### src/hw/wdog_pkg.sv
// Constants and types shared by the watchdog and identity register block.
// Assumes a 10 MHz core clock and APB byte addresses of 13 bits.
`default_nettype none

package wdog_pkg;

    ////////////////////////////////////////////////////////////////////////
    // Clock rates
    localparam int unsigned CORE_CLK_HZ = 10_000_000;
    localparam int unsigned LOW_POWER_CLK_HZ = 1_000;

    ////////////////////////////////////////////////////////////////////////
    // Register byte offsets
    localparam int ADDR_W = 13;
    localparam logic [12:0] ADDR_FLASH_LIMITS = 13'h1050;
    localparam logic [12:0] ADDR_SERIAL_MID_HIGH = 13'h1058;
    localparam logic [12:0] ADDR_SERIAL_MID_LOW = 13'h105C;
    localparam logic [12:0] ADDR_SERIAL_LOW = 13'h1060;
    localparam logic [12:0] ADDR_WDOG_CONTROL = 13'h1100;
    localparam logic [12:0] ADDR_WDOG_SERVICE = 13'h1104;
    localparam logic [12:0] ADDR_EVENT_STATUS = 13'h1110;
    localparam logic [12:0] ADDR_EVENT_CLEAR = 13'h1114;
    localparam logic [12:0] ADDR_EVENT_ENABLE = 13'h1118;
    localparam logic [12:0] ADDR_WDOG_COUNT = 13'h111C;

    ////////////////////////////////////////////////////////////////////////
    // Control register fields and reset value
    localparam int CTRL_WINDOW_BIT = 0;
    localparam int CTRL_CLKSEL_BIT = 1;
    localparam int CTRL_TSEL_LSB = 2;
    localparam int CTRL_W = 4;
    localparam logic [3:0] CTRL_RESET = 4'hC;
    localparam logic [1:0] TSEL_OFF = 2'h0;
    localparam logic [1:0] TSEL_SHORT = 2'h1;
    localparam logic [1:0] TSEL_MID = 2'h2;
    localparam logic [1:0] TSEL_LONG = 2'h3;

    ////////////////////////////////////////////////////////////////////////
    // Timeout lengths in cycles of the selected source
    localparam int unsigned LPO_TIMEOUT_SHORT = 32;
    localparam int unsigned LPO_TIMEOUT_MID = 256;
    localparam int unsigned LPO_TIMEOUT_LONG = 1024;
    localparam int CNT_W = 19;

    ////////////////////////////////////////////////////////////////////////
    // Service unlock bytes
    localparam logic [7:0] SVC_FIRST = 8'h55;
    localparam logic [7:0] SVC_SECOND = 8'hAA;

    ////////////////////////////////////////////////////////////////////////
    // Flash limit register layout
    localparam int FLASH_B0_LSB = 24;
    localparam int FLASH_ONE_BIT = 23;
    localparam int FLASH_B1_LSB = 16;

    ////////////////////////////////////////////////////////////////////////
    // Event bits of status, clear and enable registers
    localparam int EVT_TIMEOUT_BIT = 0;
    localparam int EVT_EARLY_BIT = 1;
    localparam int EVT_W = 2;
    localparam logic [1:0] EVT_ENABLE_RESET = 2'h0;

    typedef enum logic {svc_idle, svc_armed} svc_state_type;

endpackage : wdog_pkg

`default_nettype wire

### src/hw/level_sync.sv
// Two-flop synchroniser for one asynchronous level.
// Assumes the input is slow against the destination clock.
`timescale 1ns/1ns
`default_nettype none

module level_sync (
    input wire logic clk,
    input wire logic rst,
    input wire logic async_in,
    output logic sync_out
);
    logic meta_q;
    logic meta_d;
    logic sync_d;

    ////////////////////////////////////////////////////////////////////////
    // First flop feeds only the second
    always_comb
    begin
        meta_d = async_in;
        sync_d = meta_q;
    end

    always_ff @(posedge clk)
    begin
        if (rst)
        begin
            meta_q <= 1'b0;
            sync_out <= 1'b0;
        end
        else
        begin
            meta_q <= meta_d;
            sync_out <= sync_d;
        end
    end
endmodule : level_sync

`default_nettype wire

### src/hw/wdog_regs.sv
// Watchdog with write-once control and two-write service, plus read-only
// flash limit and unique serial registers, on an APB slave.
// Assumes one 10 MHz clock; the 1 kHz low-power clock arrives as a pin.
//
// Functional notes
// - Only the first write to the control register after reset takes effect.
// - Timeout select in bits 3-2 with the clock select sets the period; 00 disables the watchdog.
// - Timeout is 2^5, 2^8 or 2^10 low-power cycles, or 2^13, 2^16 or 2^18 bus cycles, for select 01, 10, 11.
// - Control bit 1 picks the counter clock: 0 the 1 kHz low-power clock, 1 the bus clock.
// - Control bit 0 selects windowed mode, which works only on the bus clock.
// - In windowed mode servicing is allowed once the counter is three quarters through the period.
// - Writing 0x55 then 0xAA to the service byte clears the timeout counter.
// - Flash limit bit 23 reads 1, bit 31 and bits 15-0 read 0.
// - Bits 30-24 give the first invalid address of flash block 0 with leading zeros.
// - Bits 22-16 added to the block 0 limit give the first invalid address of flash block 1.
// - The three serial registers are read-only; mid-high holds 16 bits and reads 0 above.
`timescale 1ns/1ns
`default_nettype none

module wdog_regs #(
    parameter int unsigned BUS_TIMEOUT_SHORT = 8192,
    parameter int unsigned BUS_TIMEOUT_MID = 65536,
    parameter int unsigned BUS_TIMEOUT_LONG = 262144,
    parameter logic [6:0] FLASH_BLOCK0_LIMIT = 7'h10,
    parameter logic [6:0] FLASH_BLOCK1_LIMIT = 7'h10,
    // Serial values are arbitrary
    parameter logic [15:0] SERIAL_MID_HIGH = 16'h1234,
    parameter logic [31:0] SERIAL_MID_LOW = 32'h5678_9ABC,
    parameter logic [31:0] SERIAL_LOW = 32'hDEF0_1357
) (
    input wire logic core_clk,
    input wire logic rst,
    input wire logic [wdog_pkg::ADDR_W-1:0] paddr,
    input wire logic psel,
    input wire logic penable,
    input wire logic pwrite,
    input wire logic [31:0] pwdata,
    output logic [31:0] prdata,
    output logic pready,
    output logic pslverr,
    input wire logic low_power_clock,
    output logic wdog_reset,
    output logic irq
);
    import wdog_pkg::*;

    logic lpo_sync;
    logic lpo_prev_q, lpo_prev_d;
    logic [CTRL_W-1:0] ctrl_q, ctrl_d;
    logic ctrl_locked_q, ctrl_locked_d;
    logic [CNT_W-1:0] count_q, count_d;
    svc_state_type svc_q, svc_d;
    logic [EVT_W-1:0] status_q, status_d;
    logic [EVT_W-1:0] evt_en_q, evt_en_d;
    logic [31:0] prdata_d;
    logic pready_d, pslverr_d, wdog_reset_d, irq_d;
    logic setup, wr_en, wr_svc, mapped;
    logic lpo_rise, tick, enabled, windowed, complete, service_ok;
    logic timeout_evt, early_evt;
    logic [CNT_W-1:0] limit, window_start;
    logic [31:0] rd_mux;
    logic [EVT_W-1:0] events;

    ////////////////////////////////////////////////////////////////////////
    // Low-power clock edge, detected only after the synchroniser
    level_sync u_lpo_sync (
        .clk(core_clk),
        .rst(rst),
        .async_in(low_power_clock),
        .sync_out(lpo_sync)
    );

    assign lpo_rise = lpo_sync & ~lpo_prev_q;
    assign lpo_prev_d = lpo_sync;

    ////////////////////////////////////////////////////////////////////////
    // APB decode; data is prepared in setup so the access needs no wait
    assign setup = psel && !penable;
    assign wr_en = psel && penable && pready && pwrite;
    assign wr_svc = wr_en && (paddr == ADDR_WDOG_SERVICE);

    always_comb
    begin
        mapped = 1'b1;
        rd_mux = 32'h0000_0000;
        unique case (paddr)
            ADDR_FLASH_LIMITS:
            begin
                rd_mux[FLASH_B0_LSB +: 7] = FLASH_BLOCK0_LIMIT;
                rd_mux[FLASH_ONE_BIT] = 1'b1;
                rd_mux[FLASH_B1_LSB +: 7] = FLASH_BLOCK1_LIMIT;
            end
            ADDR_SERIAL_MID_HIGH: rd_mux[15:0] = SERIAL_MID_HIGH;
            ADDR_SERIAL_MID_LOW: rd_mux = SERIAL_MID_LOW;
            ADDR_SERIAL_LOW: rd_mux = SERIAL_LOW;
            ADDR_WDOG_CONTROL: rd_mux[CTRL_W-1:0] = ctrl_q;
            ADDR_WDOG_SERVICE, ADDR_EVENT_CLEAR: rd_mux = 32'h0000_0000;
            ADDR_EVENT_STATUS: rd_mux[EVT_W-1:0] = status_q;
            ADDR_EVENT_ENABLE: rd_mux[EVT_W-1:0] = evt_en_q;
            ADDR_WDOG_COUNT: rd_mux[CNT_W-1:0] = count_q;
            default: mapped = 1'b0;
        endcase
    end

    always_comb
    begin
        pready_d = setup;
        pslverr_d = setup && !mapped;
        prdata_d = (setup && !pwrite) ? rd_mux : 32'h0000_0000;
    end

    ////////////////////////////////////////////////////////////////////////
    // Write-once control and event enable
    always_comb
    begin
        ctrl_d = ctrl_q;
        ctrl_locked_d = ctrl_locked_q;
        evt_en_d = evt_en_q;
        if (wr_en && paddr == ADDR_WDOG_CONTROL && !ctrl_locked_q)
        begin
            ctrl_d = pwdata[CTRL_W-1:0];
            ctrl_locked_d = 1'b1;
        end
        if (wr_en && paddr == ADDR_EVENT_ENABLE)
        begin
            evt_en_d = pwdata[EVT_W-1:0];
        end
    end

    ////////////////////////////////////////////////////////////////////////
    // Period and window from the control fields
    assign enabled = ctrl_q[CTRL_TSEL_LSB +: 2] != TSEL_OFF;
    assign windowed = ctrl_q[CTRL_WINDOW_BIT] && ctrl_q[CTRL_CLKSEL_BIT];
    assign tick = ctrl_q[CTRL_CLKSEL_BIT] ? 1'b1 : lpo_rise;

    always_comb
    begin
        limit = CNT_W'(LPO_TIMEOUT_LONG);
        unique case (ctrl_q[CTRL_TSEL_LSB +: 2])
            TSEL_SHORT: limit = ctrl_q[CTRL_CLKSEL_BIT] ? CNT_W'(BUS_TIMEOUT_SHORT) : CNT_W'(LPO_TIMEOUT_SHORT);
            TSEL_MID: limit = ctrl_q[CTRL_CLKSEL_BIT] ? CNT_W'(BUS_TIMEOUT_MID) : CNT_W'(LPO_TIMEOUT_MID);
            TSEL_LONG: limit = ctrl_q[CTRL_CLKSEL_BIT] ? CNT_W'(BUS_TIMEOUT_LONG) : CNT_W'(LPO_TIMEOUT_LONG);
            TSEL_OFF: limit = CNT_W'(LPO_TIMEOUT_LONG);
        endcase
        window_start = limit - (limit >> 2);
    end

    ////////////////////////////////////////////////////////////////////////
    // Service unlock sequence; a stray byte other than 0x55 drops the half-done sequence
    always_comb
    begin
        svc_d = svc_q;
        complete = 1'b0;
        unique case (svc_q)
            svc_idle:
            begin
                if (wr_svc && pwdata[7:0] == SVC_FIRST)
                begin
                    svc_d = svc_armed;
                end
            end
            svc_armed:
            begin
                if (wr_svc)
                begin
                    complete = pwdata[7:0] == SVC_SECOND;
                    svc_d = (pwdata[7:0] == SVC_FIRST) ? svc_armed : svc_idle;
                end
            end
        endcase
    end

    // Early service in windowed mode counts as a fault, not a service
    assign service_ok = enabled && complete && (!windowed || count_q >= window_start);
    assign early_evt = enabled && complete && windowed && count_q < window_start;

    ////////////////////////////////////////////////////////////////////////
    // Timeout counter; >= guards against a count left above a new limit
    assign timeout_evt = enabled && tick && !service_ok && !early_evt && count_q >= limit - 1'b1;

    always_comb
    begin
        count_d = count_q;
        if (!enabled || service_ok || early_evt || timeout_evt)
        begin
            count_d = '0;
        end
        else if (tick)
        begin
            count_d = count_q + 1'b1;
        end
        wdog_reset_d = timeout_evt || early_evt;
    end

    ////////////////////////////////////////////////////////////////////////
    // Sticky events; a new event wins over a clear in the same cycle
    always_comb
    begin
        events = '0;
        events[EVT_TIMEOUT_BIT] = timeout_evt;
        events[EVT_EARLY_BIT] = early_evt;
        status_d = status_q;
        if (wr_en && paddr == ADDR_EVENT_CLEAR)
        begin
            status_d = status_q & ~pwdata[EVT_W-1:0];
        end
        status_d = status_d | events;
        irq_d = |(status_d & evt_en_d);
    end

    ////////////////////////////////////////////////////////////////////////
    // State registers
    always_ff @(posedge core_clk)
    begin
        if (rst)
        begin
            lpo_prev_q <= 1'b0;
            ctrl_q <= CTRL_RESET;
            ctrl_locked_q <= 1'b0;
            count_q <= '0;
            svc_q <= svc_idle;
            status_q <= '0;
            evt_en_q <= EVT_ENABLE_RESET;
            prdata <= 32'h0000_0000;
            pready <= 1'b0;
            pslverr <= 1'b0;
            wdog_reset <= 1'b0;
            irq <= 1'b0;
        end
        else
        begin
            lpo_prev_q <= lpo_prev_d;
            ctrl_q <= ctrl_d;
            ctrl_locked_q <= ctrl_locked_d;
            count_q <= count_d;
            svc_q <= svc_d;
            status_q <= status_d;
            evt_en_q <= evt_en_d;
            prdata <= prdata_d;
            pready <= pready_d;
            pslverr <= pslverr_d;
            wdog_reset <= wdog_reset_d;
            irq <= irq_d;
        end
    end
endmodule : wdog_regs

`default_nettype wire

### config.mk
export PLATFORM = sky130hd
export DESIGN_NAME = wdog_regs
export DESIGN_NICKNAME = d
export VERILOG_FILES = /design/src/hw/wdog_pkg.sv /design/src/hw/level_sync.sv /design/src/hw/wdog_regs.sv
export SDC_FILE = /design/constraint.sdc
export NUM_CORES = 1
export LEC_CHECK = 0
export ABC_AREA = 1
export BUFFER_PORTS_ARGS = -buffer_cell sky130_fd_sc_hd__buf_2
export CORE_MARGIN = 4
export CORE_UTILIZATION = 34
export DETAILED_ROUTE_END_ITERATION = 8
export GPL_TIMING_DRIVEN = 0
export HOLD_SLACK_MARGIN = 0.05
export PLACE_DENSITY_LB_ADDON = 0.08
export SKIP_CTS_REPAIR_TIMING = 1
export SYNTH_ARGS = -nofsm -noshare
export SYNTH_HDL_FRONTEND = slang
export SYNTH_SLANG_ARGS = --single-unit
### constraint.sdc
create_clock -name core_clk -period 2.9 [get_ports core_clk]
set_clock_uncertainty 0.15 [all_clocks]
set_input_delay 0.29 -clock core_clk [delete_from_list [all_inputs] [get_ports core_clk]]
set_output_delay 0.29 -clock core_clk [all_outputs]
set_load 0.05 [all_outputs]
==> flow_summary_export.csv, run 1 <==
group,metric,value,unit
critical_path,crit_type,"reg -> reg",
die,fp.dieArea,11900,um^2
logic_synthesis,ys_ff_latch,60,
critical_path,critPathLaunchType,"flop",
logic_synthesis,synth_top_family_by_area,"simple AND/OR/NAND/NOR gates",
logic_synthesis,synth_compound_area_share,9.05,%
logic_synthesis,async_reset_ff_share,0,%
global_route,grt_start_max_net_pins,11,
critical_path,rrSetupSlack,220,ps
detailed_routing,routedWlPerCell,12.5,um
logic_synthesis,synthSimpleGateAreaFrac,33.2,%
job,cap_violations,0,
clock_tree,clk_latency,340,ps
worst_hold_path,hold_path.class,"in -> reg",
clock_tree,h-tree-depth,3,
timing,timing.final.crit_share,92.4,%
logic_synthesis,synth_edf_count,0,
placement,gp_congestion,0.821,
die,core_area,9860,um^2
timing,min_period,2680,ps
logic_synthesis,netlist_instances,489,
clock_tree,clockBufferDepth,2,
die,die_h,109,um
critical_path,cp-startpoint,"ctrl_q[2]",
worst_hold_path,whs_endpoint,"pready",
logic_synthesis,yosysSeqAreaShare,34.5,%
logic_synthesis,ys_warn_count,0,
logic_synthesis,syn_area,3480,um^2
critical_path,worstRegToRegCells,17,
pwr,p_per_area,406,nW/um^2
placement,placed_area,3960,um^2
detailed_routing,vias,3202,
timing,timing.setup.tns,0,ps
timing,slew_headroom,66.9,%
timing,worstMarginPinSlew,494,ps
detailed_routing,drtPass1Iterations,4,
die,die_w,109,um
detailed_routing,ant_nets,0,
critical_path,critPathArrivalTime,2810,ps
finish,multi_input_area,1960,um^2
timing,rsz0062_at_grt,"false",
placement,numPortBuffers,60,
detailed_routing,route.detailed.drc,0,
clock_tree,cts-root-buf,"clkbuf_8",
worst_hold_path,worstHoldStart,"psel",
global_route,grt_util_all_layers,15.7,%
logic_synthesis,synth_xor_area_share,2.01,%
timing,hold_viol_final,0,
critical_path,timing.rr.end,"count_q[15]",
critical_path,worstReg2RegStart,"ctrl_q[2]",
clock_tree,numCtsBuffers,9,
logic_synthesis,avgSynthCellArea,7.12,um^2
timing,timing.final.ws_setup,219,ps
logic_synthesis,synth_most_common_cell,"nand2_1",
finish,final_nets,648,
timing,fmax,373,MHz
global_route,antenna_found_initial,0,
logic_synthesis,synth_top_area_share,34.5,%
critical_path,worst_setup_path_end_kind,"flop",
die,start_util,35.3,%
critical_path,required,3030,ps
die,io_pins,87,
worst_hold_path,holdPathStages,3,
global_route,grt_pass1_wl,14500,um
finish,diodes,0,
detailed_routing,drt_first_iter_violations,125,
logic_synthesis,synth_area_leaders,"dfxtp_1 34%, nand2_1 11%, ha_1 10%, inv_1 7.4%, nor2_1 6.8%",
pwr,p_total,1.72,mW
finish,design_area,4250,um^2
logic_synthesis,ys_top_cells_by_count,"100 x nand2_1, 69 x inv_1, 63 x nor2_1, 60 x dfxtp_1, 31 x nand3_1",
finish,num-fill-cells,1067,
logic_synthesis,synth_adder_area_share,10.4,%
detailed_routing,via_per_inst,4.54,
clock_tree,clock-sinks,60,
logic_synthesis,synth_mux_area_share,0,%
placement,place_inst,685,
global_route,first_global_vias,3041,
finish,layout.cells.non_filler,705,
critical_path,cp_max_fo,10,
global_route,grt_remaining_overflow,0,
placement,pre_cts_ws,-100,ps
logic_synthesis,synth_top_area_cell,"dfxtp_1",
pwr,leakage,2.06,nW
die,placementRows,36,
finish,drive_gt1_share,23.3,%
pwr,power.ir.vdd_worst,213,uV
clock_tree,cts.clk_slew.worst_paths,70,ps
logic_synthesis,synth.distinct_cells,37,
timing,final-setup-viol-count,0,
clock_tree,cts_tree,"done",
timing,slew_viol_final,0,
finish,final-seq-area,1210,um^2
placement,hpwlAfterDp,6950,um
logic_synthesis,synth-main-ff-cell,"dfxtp_1",
outcome,run_status,"complete, no violations",
detailed_routing,drt_wl_total,8780,um
finish,area_growth,22.1,%
==> state kept, by name, summed over array words and instances, names as in the netlist, named ones only <==
signal and cells:
ctrl_q 4, u_lpo_sync.sync_out 1, u_lpo_sync.meta_q 1, prdata 24
pready 1, count_q 19, status_q 2, irq 1
lpo_prev_q 1, ctrl_locked_q 1, evt_en_q 2, wdog_reset 1
pslverr 1
==> critical path, cell delays in order (launching register included) <==
cell	delay, ps
dfxtp_4	370
inv_2	90
nor2_4	120
inv_1	90
nor2_4	190
ha_4	220
inv_1	50
ha_1	230
a21oi_1	160
nor2_1	60
nor3_2	130
nand2_1	70
nand2_1	70
nand2_1	90
nand2_4	100
nand2_4	120
buf_6	210
nor2_4	100
==> layout make-up <==
class	instances	area share [%]
Buffer	12	2.12
Timing Repair Buffer	65	8.06
Inverter	75	6.62
Sequential cell	60	28.4
Clock buffer	9	2.91
Clock inverter	6	1.88
Tap cell	133	3.91
Multi-Input combinational cell	345	46.1
==> where the power goes <==
| group | switching [mW] | total (mW) | leakage [nW] | internal [mW] |
|---|---|---|---|---|
| logic | 0.0573 | 0.0888 | 1.46 | 0.0315 |
| registers | 0.00235 | 0.829 | 0.484 | 0.827 |
| clock network | 0.334 | 0.806 | 0.109 | 0.473 |
| total | 0.393 | 1.72 | 2.06 | 1.33 |
==> worst max-delay path by stage <==
stage / cells after the start / slack (ps) / to
floorplan: 20 / 440 / irq
global placement: 17 / -110 / count_q[16]
detailed placement: 17 / -100 / count_q[15]
CTS: 20 / -120 / irq
global route: 18 / 3 / wdog_reset
finish: 17 / 220 / count_q[15]
==> metrics by stage <==
step	hold WS, ps	util, %
global route	76.4	43.1
floorplan	234	-
global placement	240	40.2
finish	71.5	43.1
CTS	-15.8	42.2
detailed placement	246	40.2
==> cell usage in the layout, fill, tap and decap left out, types with 12 or more instances in the layout <==
| cell type | count |
|---|---|
| nand2_1 | 100 |
| inv_1 | 68 |
| nor2_1 | 63 |
| buf_2 | 60 |
| dfxtp_1 | 58 |
| nand3_1 | 30 |
| ha_1 | 28 |
| a21oi_1 | 22 |
| o21ai_0 | 20 |
| buf_4 | 13 |
| nor2_2 | 12 |
==> cells by family (layout without fill, tap and decap cells) <==
| family | after synthesis | count (layout) |
|---|---|---|
| adder cells (fa/ha/maj) | 29 | 29 |
| AND/OR/NAND/NOR | 247 | 247 |
| other | 2 | 5 |
| buffers and inverters | 87 | 167 |
| AO/OA/AOI/OAI | 56 | 56 |
| XOR/XNOR | 8 | 8 |
| flip-flops | 60 | 60 |
==> routing by layer <==
layer | up-vias | share of wire (%) | track usage, %
li1 | 1713 | - | -
met5 | - | 0 | 0
met2 | 64 | 45 | 25.4
met4 | 0 | 1.4 | 5.61
met1 | 1415 | 49 | 20.8
met3 | 10 | 4.3 | 2.96
(Power assumes the default switching activity.)
==> run 2, diff against run 1 <==
--- a/config.mk
+++ b/config.mk
@@ -12,8 +12,9 @@
 export DETAILED_ROUTE_END_ITERATION = 8
 export GPL_TIMING_DRIVEN = 0
 export HOLD_SLACK_MARGIN = 0.05
-export PLACE_DENSITY_LB_ADDON = 0.08
+export PLACE_DENSITY = 0.54
 export SKIP_CTS_REPAIR_TIMING = 1
+export SKIP_LAST_GASP = 1
 export SYNTH_ARGS = -nofsm -noshare
 export SYNTH_HDL_FRONTEND = slang
 export SYNTH_SLANG_ARGS = --single-unit
==> constraint.sdc (replaced) <==
create_clock -name core_clk -period 2.9 [get_ports core_clk]
set_clock_uncertainty 0.15 [all_clocks]
set_input_delay 0.29 -clock core_clk [delete_from_list [all_inputs] [get_ports core_clk]]
set_output_delay 0.29 -clock core_clk [all_outputs]
set_load 0.005 [all_outputs]
==> run 2 against run 1 <==
Net effect:
- sequential share of layout area increased by 0.21 points
- design area fell by 0.94%
- core utilization shrank 0.41 points
- fmax fell by 0.42%
- count of clock-buffer cells in the layout increased by 4
- final cell count did not move
- combinational power decreased by 10%
- non-clock buffer count did not move
- worst setup slack worse by 11 ps
- register-to-register slack barely moved
- clock power fell by 17%
==> flow_summary_export.csv, run 2 (same netlist as run 1, synthesis figures left out) <==
group,metric,value,unit
clock_tree,clk_latency,330,ps
global_route,grt_start_max_net_pins,11,
finish,final_cell_mix,"100 x nand2_1, 68 x inv_1, 63 x nor2_1, 60 x buf_2, 58 x dfxtp_1",
critical_path,cp_max_fo,10,
detailed_routing,ant_nets,0,
die,io_pins,87,
pwr,switching_share,23.3,%
detailed_routing,vias,3205,
pwr,leakage,2.04,nW
finish,area_growth,20.9,%
placement,hpwlAfterDp,6670,um
detailed_routing,routedWlPerCell,12.0,um
worst_hold_path,hold_path.class,"in -> reg",
timing,hold_ws,76.0,ps
pwr,p_per_area,374,nW/um^2
clock_tree,cts-root-buf,"clkbuf_8",
finish,diodes,0,
finish,multi_input_area,1960,um^2
finish,drive_gt1_share,23.1,%
finish,max_flop_register,"prdata",
finish,final_nets,648,
placement,placed_area,3960,um^2
detailed_routing,drt_first_iter_violations,157,
die,die_w,109,um
timing,hold_viol_final,0,
pwr,p_clk_share,42.3,%
detailed_routing,via_per_inst,4.55,
clock_tree,numCtsBuffers,9,
global_route,grt_pass1_wl,14000,um
die,placementRows,36,
outcome,run_status,"complete, no violations",
critical_path,critPathArrivalTime,2820,ps
pwr,p_switching,0.368,mW
clock_tree,cts_tree,"done",
detailed_routing,route.detailed.drc,0,
pwr,p_seq_share,52.7,%
job,cap_violations,0,
critical_path,crit_type,"reg -> reg",
timing,slew_viol_final,0,
detailed_routing,drt_wl_total,8430,um
pwr,p_total,1.58,mW
timing,rsz0062_at_grt,"false",
timing,fmax,371,MHz
die,start_util,35.3,%
timing,min_period,2690,ps
clock_tree,h-tree-depth,3,
finish,final-seq-area,1200,um^2
finish,design_area,4210,um^2
detailed_routing,drtPass1Iterations,4,
global_route,grt_remaining_overflow,0,
finish,largest_reg_flops,24,
finish,fin_util,42.7,%
global_route,antenna_found_initial,0,
die,fp.dieArea,11900,um^2
clock_tree,clock-sinks,60,
die,core_area,9860,um^2
timing,timing.final.crit_share,92.8,%
clock_tree,cts.clk_slew.worst_paths,70,ps
placement,gp_congestion,0.819,
finish,num-fill-cells,1045,
finish,layout_commonest_cell,"nand2_1",
die,die_h,109,um
critical_path,required,3020,ps
clock_tree,clockBufferDepth,2,
pwr,pwr-share-comb,5.1,%
pwr,power.ir.vdd_worst,210,uV
global_route,first_global_vias,2974,
timing,final-setup-viol-count,0,
global_route,grt_util_all_layers,14.9,%
finish,reg_top3,"prdata (24), count_q (19), ctrl_q (4)",
critical_path,critPathLaunchType,"flop",
pwr,intPower,1.21,mW
critical_path,worst_setup_path_end_kind,"flop",
placement,numPortBuffers,60,
## run 2: changes by cell type in the layout (fill, tap and decap cells not counted)
cell       previous run  this run
clkbuf_8              9        11
a211oi_2              0         1
clkbuf_1              1         3
dfxtp_4               1         0
nand3_2               4         5
bufinv_16             2         0
a211oi_1              3         2
clkinv_2              4         2
nand3_4               1         0
dfxtp_2               1         2
## run 2: critical path: stages, from the launching register on
cell and delay (ps):
dfxtp_1 300, buf_4 170, inv_2 120, nand3_2 160
ha_4 300, inv_1 30, ha_1 280, a21oi_1 160
nor2_1 70, nor3_2 140, nand2_1 80, nand2_1 80
nand2_1 90, nand2_4 100, nand2_4 120, buf_6 200
nor2_4 100
## run 2: power by group through the flow
| stage | clock network [mW] | logic [mW] | registers [mW] |
|---|---|---|---|
| after floorplan | 0 | 0.0431 | 0.849 |
| after global placement | 0 | 0.0764 | 0.849 |
| after detailed placement | 0 | 0.0775 | 0.849 |
| after CTS | 0.688 | 0.0777 | 0.830 |
| after global routing | 0.726 | 0.0900 | 0.830 |
| final | 0.667 | 0.0798 | 0.831 |
## run 2: area by class of cell
cell class                      instances  share of cell area [%]
Clock inverter                          2                   0.238
Sequential cell                        60                    28.6
Multi-Input combinational cell        345                    46.5
Inverter                               75                    6.68
Tap cell                              133                    3.95
Timing Repair Buffer                   65                    8.14
Buffer                                 12                    2.14
Clock buffer                           13                    3.77
## run 2: routing by layer
layer / up-vias / wire [um] / GRT usage [%]
met5: - / 0 / 0
met4: 0 / 47 / 3.74
met3: 2 / 315 / 3.20
met2: 66 / 3870 / 23.8
met1: 1422 / 4190 / 20.4
li1: 1715 / - / -
## run 2: per-stage QoR
stage	instances	setup slack [ps]	TNS [ps]
detailed placement	685	-109	-1000
floorplan	492	445	0
finish	705	208	0
global placement	685	-67.2	-606
global route	705	4.89	0
CTS	700	-114	-1160
## run 2: final timing paths
| path | cells past startpoint | endpoint | startpoint | slack [ps] |
|---|---|---|---|---|
| worst min register to register | 2 | u_lpo_sync.sync_out | u_lpo_sync.meta_q | 260 |
| worst max-delay path | 16 | count_q[16] | ctrl_q[1] | 210 |
| worst min-delay path | 3 | pready | psel | 80 |
| worst max register to register | 16 | count_q[16] | ctrl_q[1] | 210 |
==> run 3, diff against run 2 <==
--- a/config.mk
+++ b/config.mk
@@ -6,7 +6,7 @@
 export NUM_CORES = 1
 export LEC_CHECK = 0
 export ABC_AREA = 1
-export BUFFER_PORTS_ARGS = -buffer_cell sky130_fd_sc_hd__buf_2
+export BUFFER_PORTS_ARGS = -buffer_cell sky130_fd_sc_hd__buf_4
 export CORE_MARGIN = 4
 export CORE_UTILIZATION = 34
 export DETAILED_ROUTE_END_ITERATION = 8
==> constraint.sdc (replaced) <==
create_clock -name core_clk -period 3.25 [get_ports core_clk]
set_clock_uncertainty 0.15 [all_clocks]
set_input_delay 0.325 -clock core_clk [delete_from_list [all_inputs] [get_ports core_clk]]
set_output_delay 0.325 -clock core_clk [all_outputs]
set_load 0.005 [all_outputs]
==> run 3 against run 2 <==
Net effect:
- non-clock buffer count fell by 3
- die area did not move
- routed wire length rose by 1.6%
- critical path type unchanged
- register-to-register slack improved by 130 ps
- combinational power rose by 2%
- flip-flop and latch count did not move
==> flow_summary_export.csv, run 3 (same netlist as run 1, synthesis figures left out) <==
group,metric,value,unit
critical_path,crit_family,"simple AND/OR/NAND/NOR gates",
detailed_routing,ant_nets,0,
global_route,grt_start_max_net_pins,11,
critical_path,critPathArrivalTime,3050,ps
clock_tree,cts.clk_slew.worst_paths,70,ps
timing,hold_ws,105,ps
finish,final_nets,645,
clock_tree,cts-root-buf,"clkbuf_8",
finish,num-fill-cells,1077,
finish,max_flop_register,"prdata",
finish,drive_gt1_share,21.6,%
die,die_w,109,um
critical_path,critPathMaxStageDelay,400,ps
detailed_routing,drt_wl_total,8560,um
pwr,power.ir.vdd_worst,201,uV
clock_tree,numCtsBuffers,9,
finish,diodes,0,
worst_hold_path,hold_path.class,"in -> reg",
timing,rsz0062_at_grt,"false",
timing,timing.final.ws_setup,334,ps
global_route,grt_pass1_wl,14100,um
die,io_pins,87,
critical_path,worstRegToRegCells,17,
global_route,antenna_found_initial,0,
critical_path,worstReg2RegStart,"ctrl_q[2]",
critical_path,cp_slowest_cell,"dfxtp_1",
clock_tree,clk_latency,340,ps
placement,pre_cts_ws,271,ps
timing,hold_viol_final,0,
timing,fmax,343,MHz
finish,layout_commonest_cell,"nand2_1",
global_route,grt_util_all_layers,15.3,%
critical_path,crit_chain,"inv_1, nor2_2, inv_1, nor2_4, ha_2, inv_1, ha_1, a21oi_1, nor2_1, nor3_1, nand2_1, nand2_1, nand2_1, nand2_4, nand2_4, buf_6, nor2_4",
detailed_routing,via_per_inst,4.57,
die,fp.dieArea,11900,um^2
die,placementRows,36,
clock_tree,h-tree-depth,3,
timing,slew_viol_final,0,
die,core_area,9860,um^2
critical_path,critPathLaunchType,"flop",
clock_tree,cts_tree,"done",
clock_tree,clock-sinks,60,
detailed_routing,vias,3206,
pwr,p_total,1.52,mW
global_route,first_global_vias,2983,
detailed_routing,routedWlPerCell,12.2,um
critical_path,path_buf_inv,4,
worst_hold_path,worstHoldStart,"psel",
timing,timing.final.crit_share,89.7,%
critical_path,cp_num_cells,17,
placement,hpwlAfterDp,6850,um
finish,largest_reg_flops,24,
finish,final_cell_mix,"100 x nand2_1, 70 x buf_4, 69 x inv_1, 63 x nor2_1, 60 x dfxtp_1",
pwr,p_per_area,349,nW/um^2
critical_path,required,3390,ps
outcome,run_status,"complete, no violations",
clock_tree,clockBufferDepth,2,
finish,reg_top3,"prdata (24), count_q (19), ctrl_q (4)",
timing,timing.setup.tns,0,ps
detailed_routing,drtPass1Iterations,4,
placement,numPortBuffers,60,
pwr,leakage,2.05,nW
timing,final-setup-viol-count,0,
detailed_routing,drt_first_iter_violations,145,
job,cap_violations,0,
critical_path,cp-startpoint,"ctrl_q[2]",
detailed_routing,route.detailed.drc,0,
die,die_h,109,um
critical_path,worst_setup_path_end_kind,"flop",
die,start_util,35.3,%
critical_path,cp_max_fo,10,
timing,min_period,2920,ps
worst_hold_path,holdPathStages,3,
critical_path,crit_type,"reg -> reg",
global_route,grt_remaining_overflow,0,
finish,area_growth,24.6,%
placement,gp_congestion,0.809,
finish,fin_util,44.0,%
run 3: cell type report:
cell class	count	area [um^2]	area share, %
Timing Repair Buffer	62	470	10.8
Clock buffer	14	173	3.98
Buffer	12	90.1	2.07
Tap cell	133	166	3.83
Sequential cell	60	1200	27.7
Multi-Input combinational cell	345	1930	44.4
Clock inverter	1	30.0	0.692
Inverter	75	282	6.48
run 3: power breakdown:
group          leakage (nW)  total, mW  internal [mW]  switching (mW)
Sequential            0.484      0.741          0.739         0.00209
Combinational          1.47     0.0811         0.0373          0.0438
Clock                 0.103      0.694          0.414           0.280
Total                  2.05       1.52           1.19           0.326
run 3: final timing paths:
check / slack (ps) / end
min reg2reg: 260 / u_lpo_sync.sync_out
min: 100 / pready
max reg2reg: 330 / count_q[16]
max: 330 / count_q[16]
run 3: metrics by stage:
step | area (um^2) | cells
after floorplan | 3490 | 492
after global placement | 4110 | 685
after detailed placement | 4110 | 685
after CTS | 4310 | 700
after global routing | 4340 | 702
final | 4340 | 702
run 3: worst register-to-register path: cells and delay by family, from the launching register on:
family | cells | cell delay, ps
fa+ha+maj | 2 | 520
compound gates | 1 | 150
buf+inv | 4 | 520
flops | 1 | 400
simple gates | 10 | 1130
run 3: routing by layer:
layer | global-route usage, % | up-vias | part of all wire (%)
met5 | 0 | - | 0
met3 | 4.14 | 12 | 5.8
met2 | 23.7 | 63 | 44
li1 | - | 1714 | -
met4 | 4.36 | 0 | 1.5
met1 | 20.9 | 1417 | 49
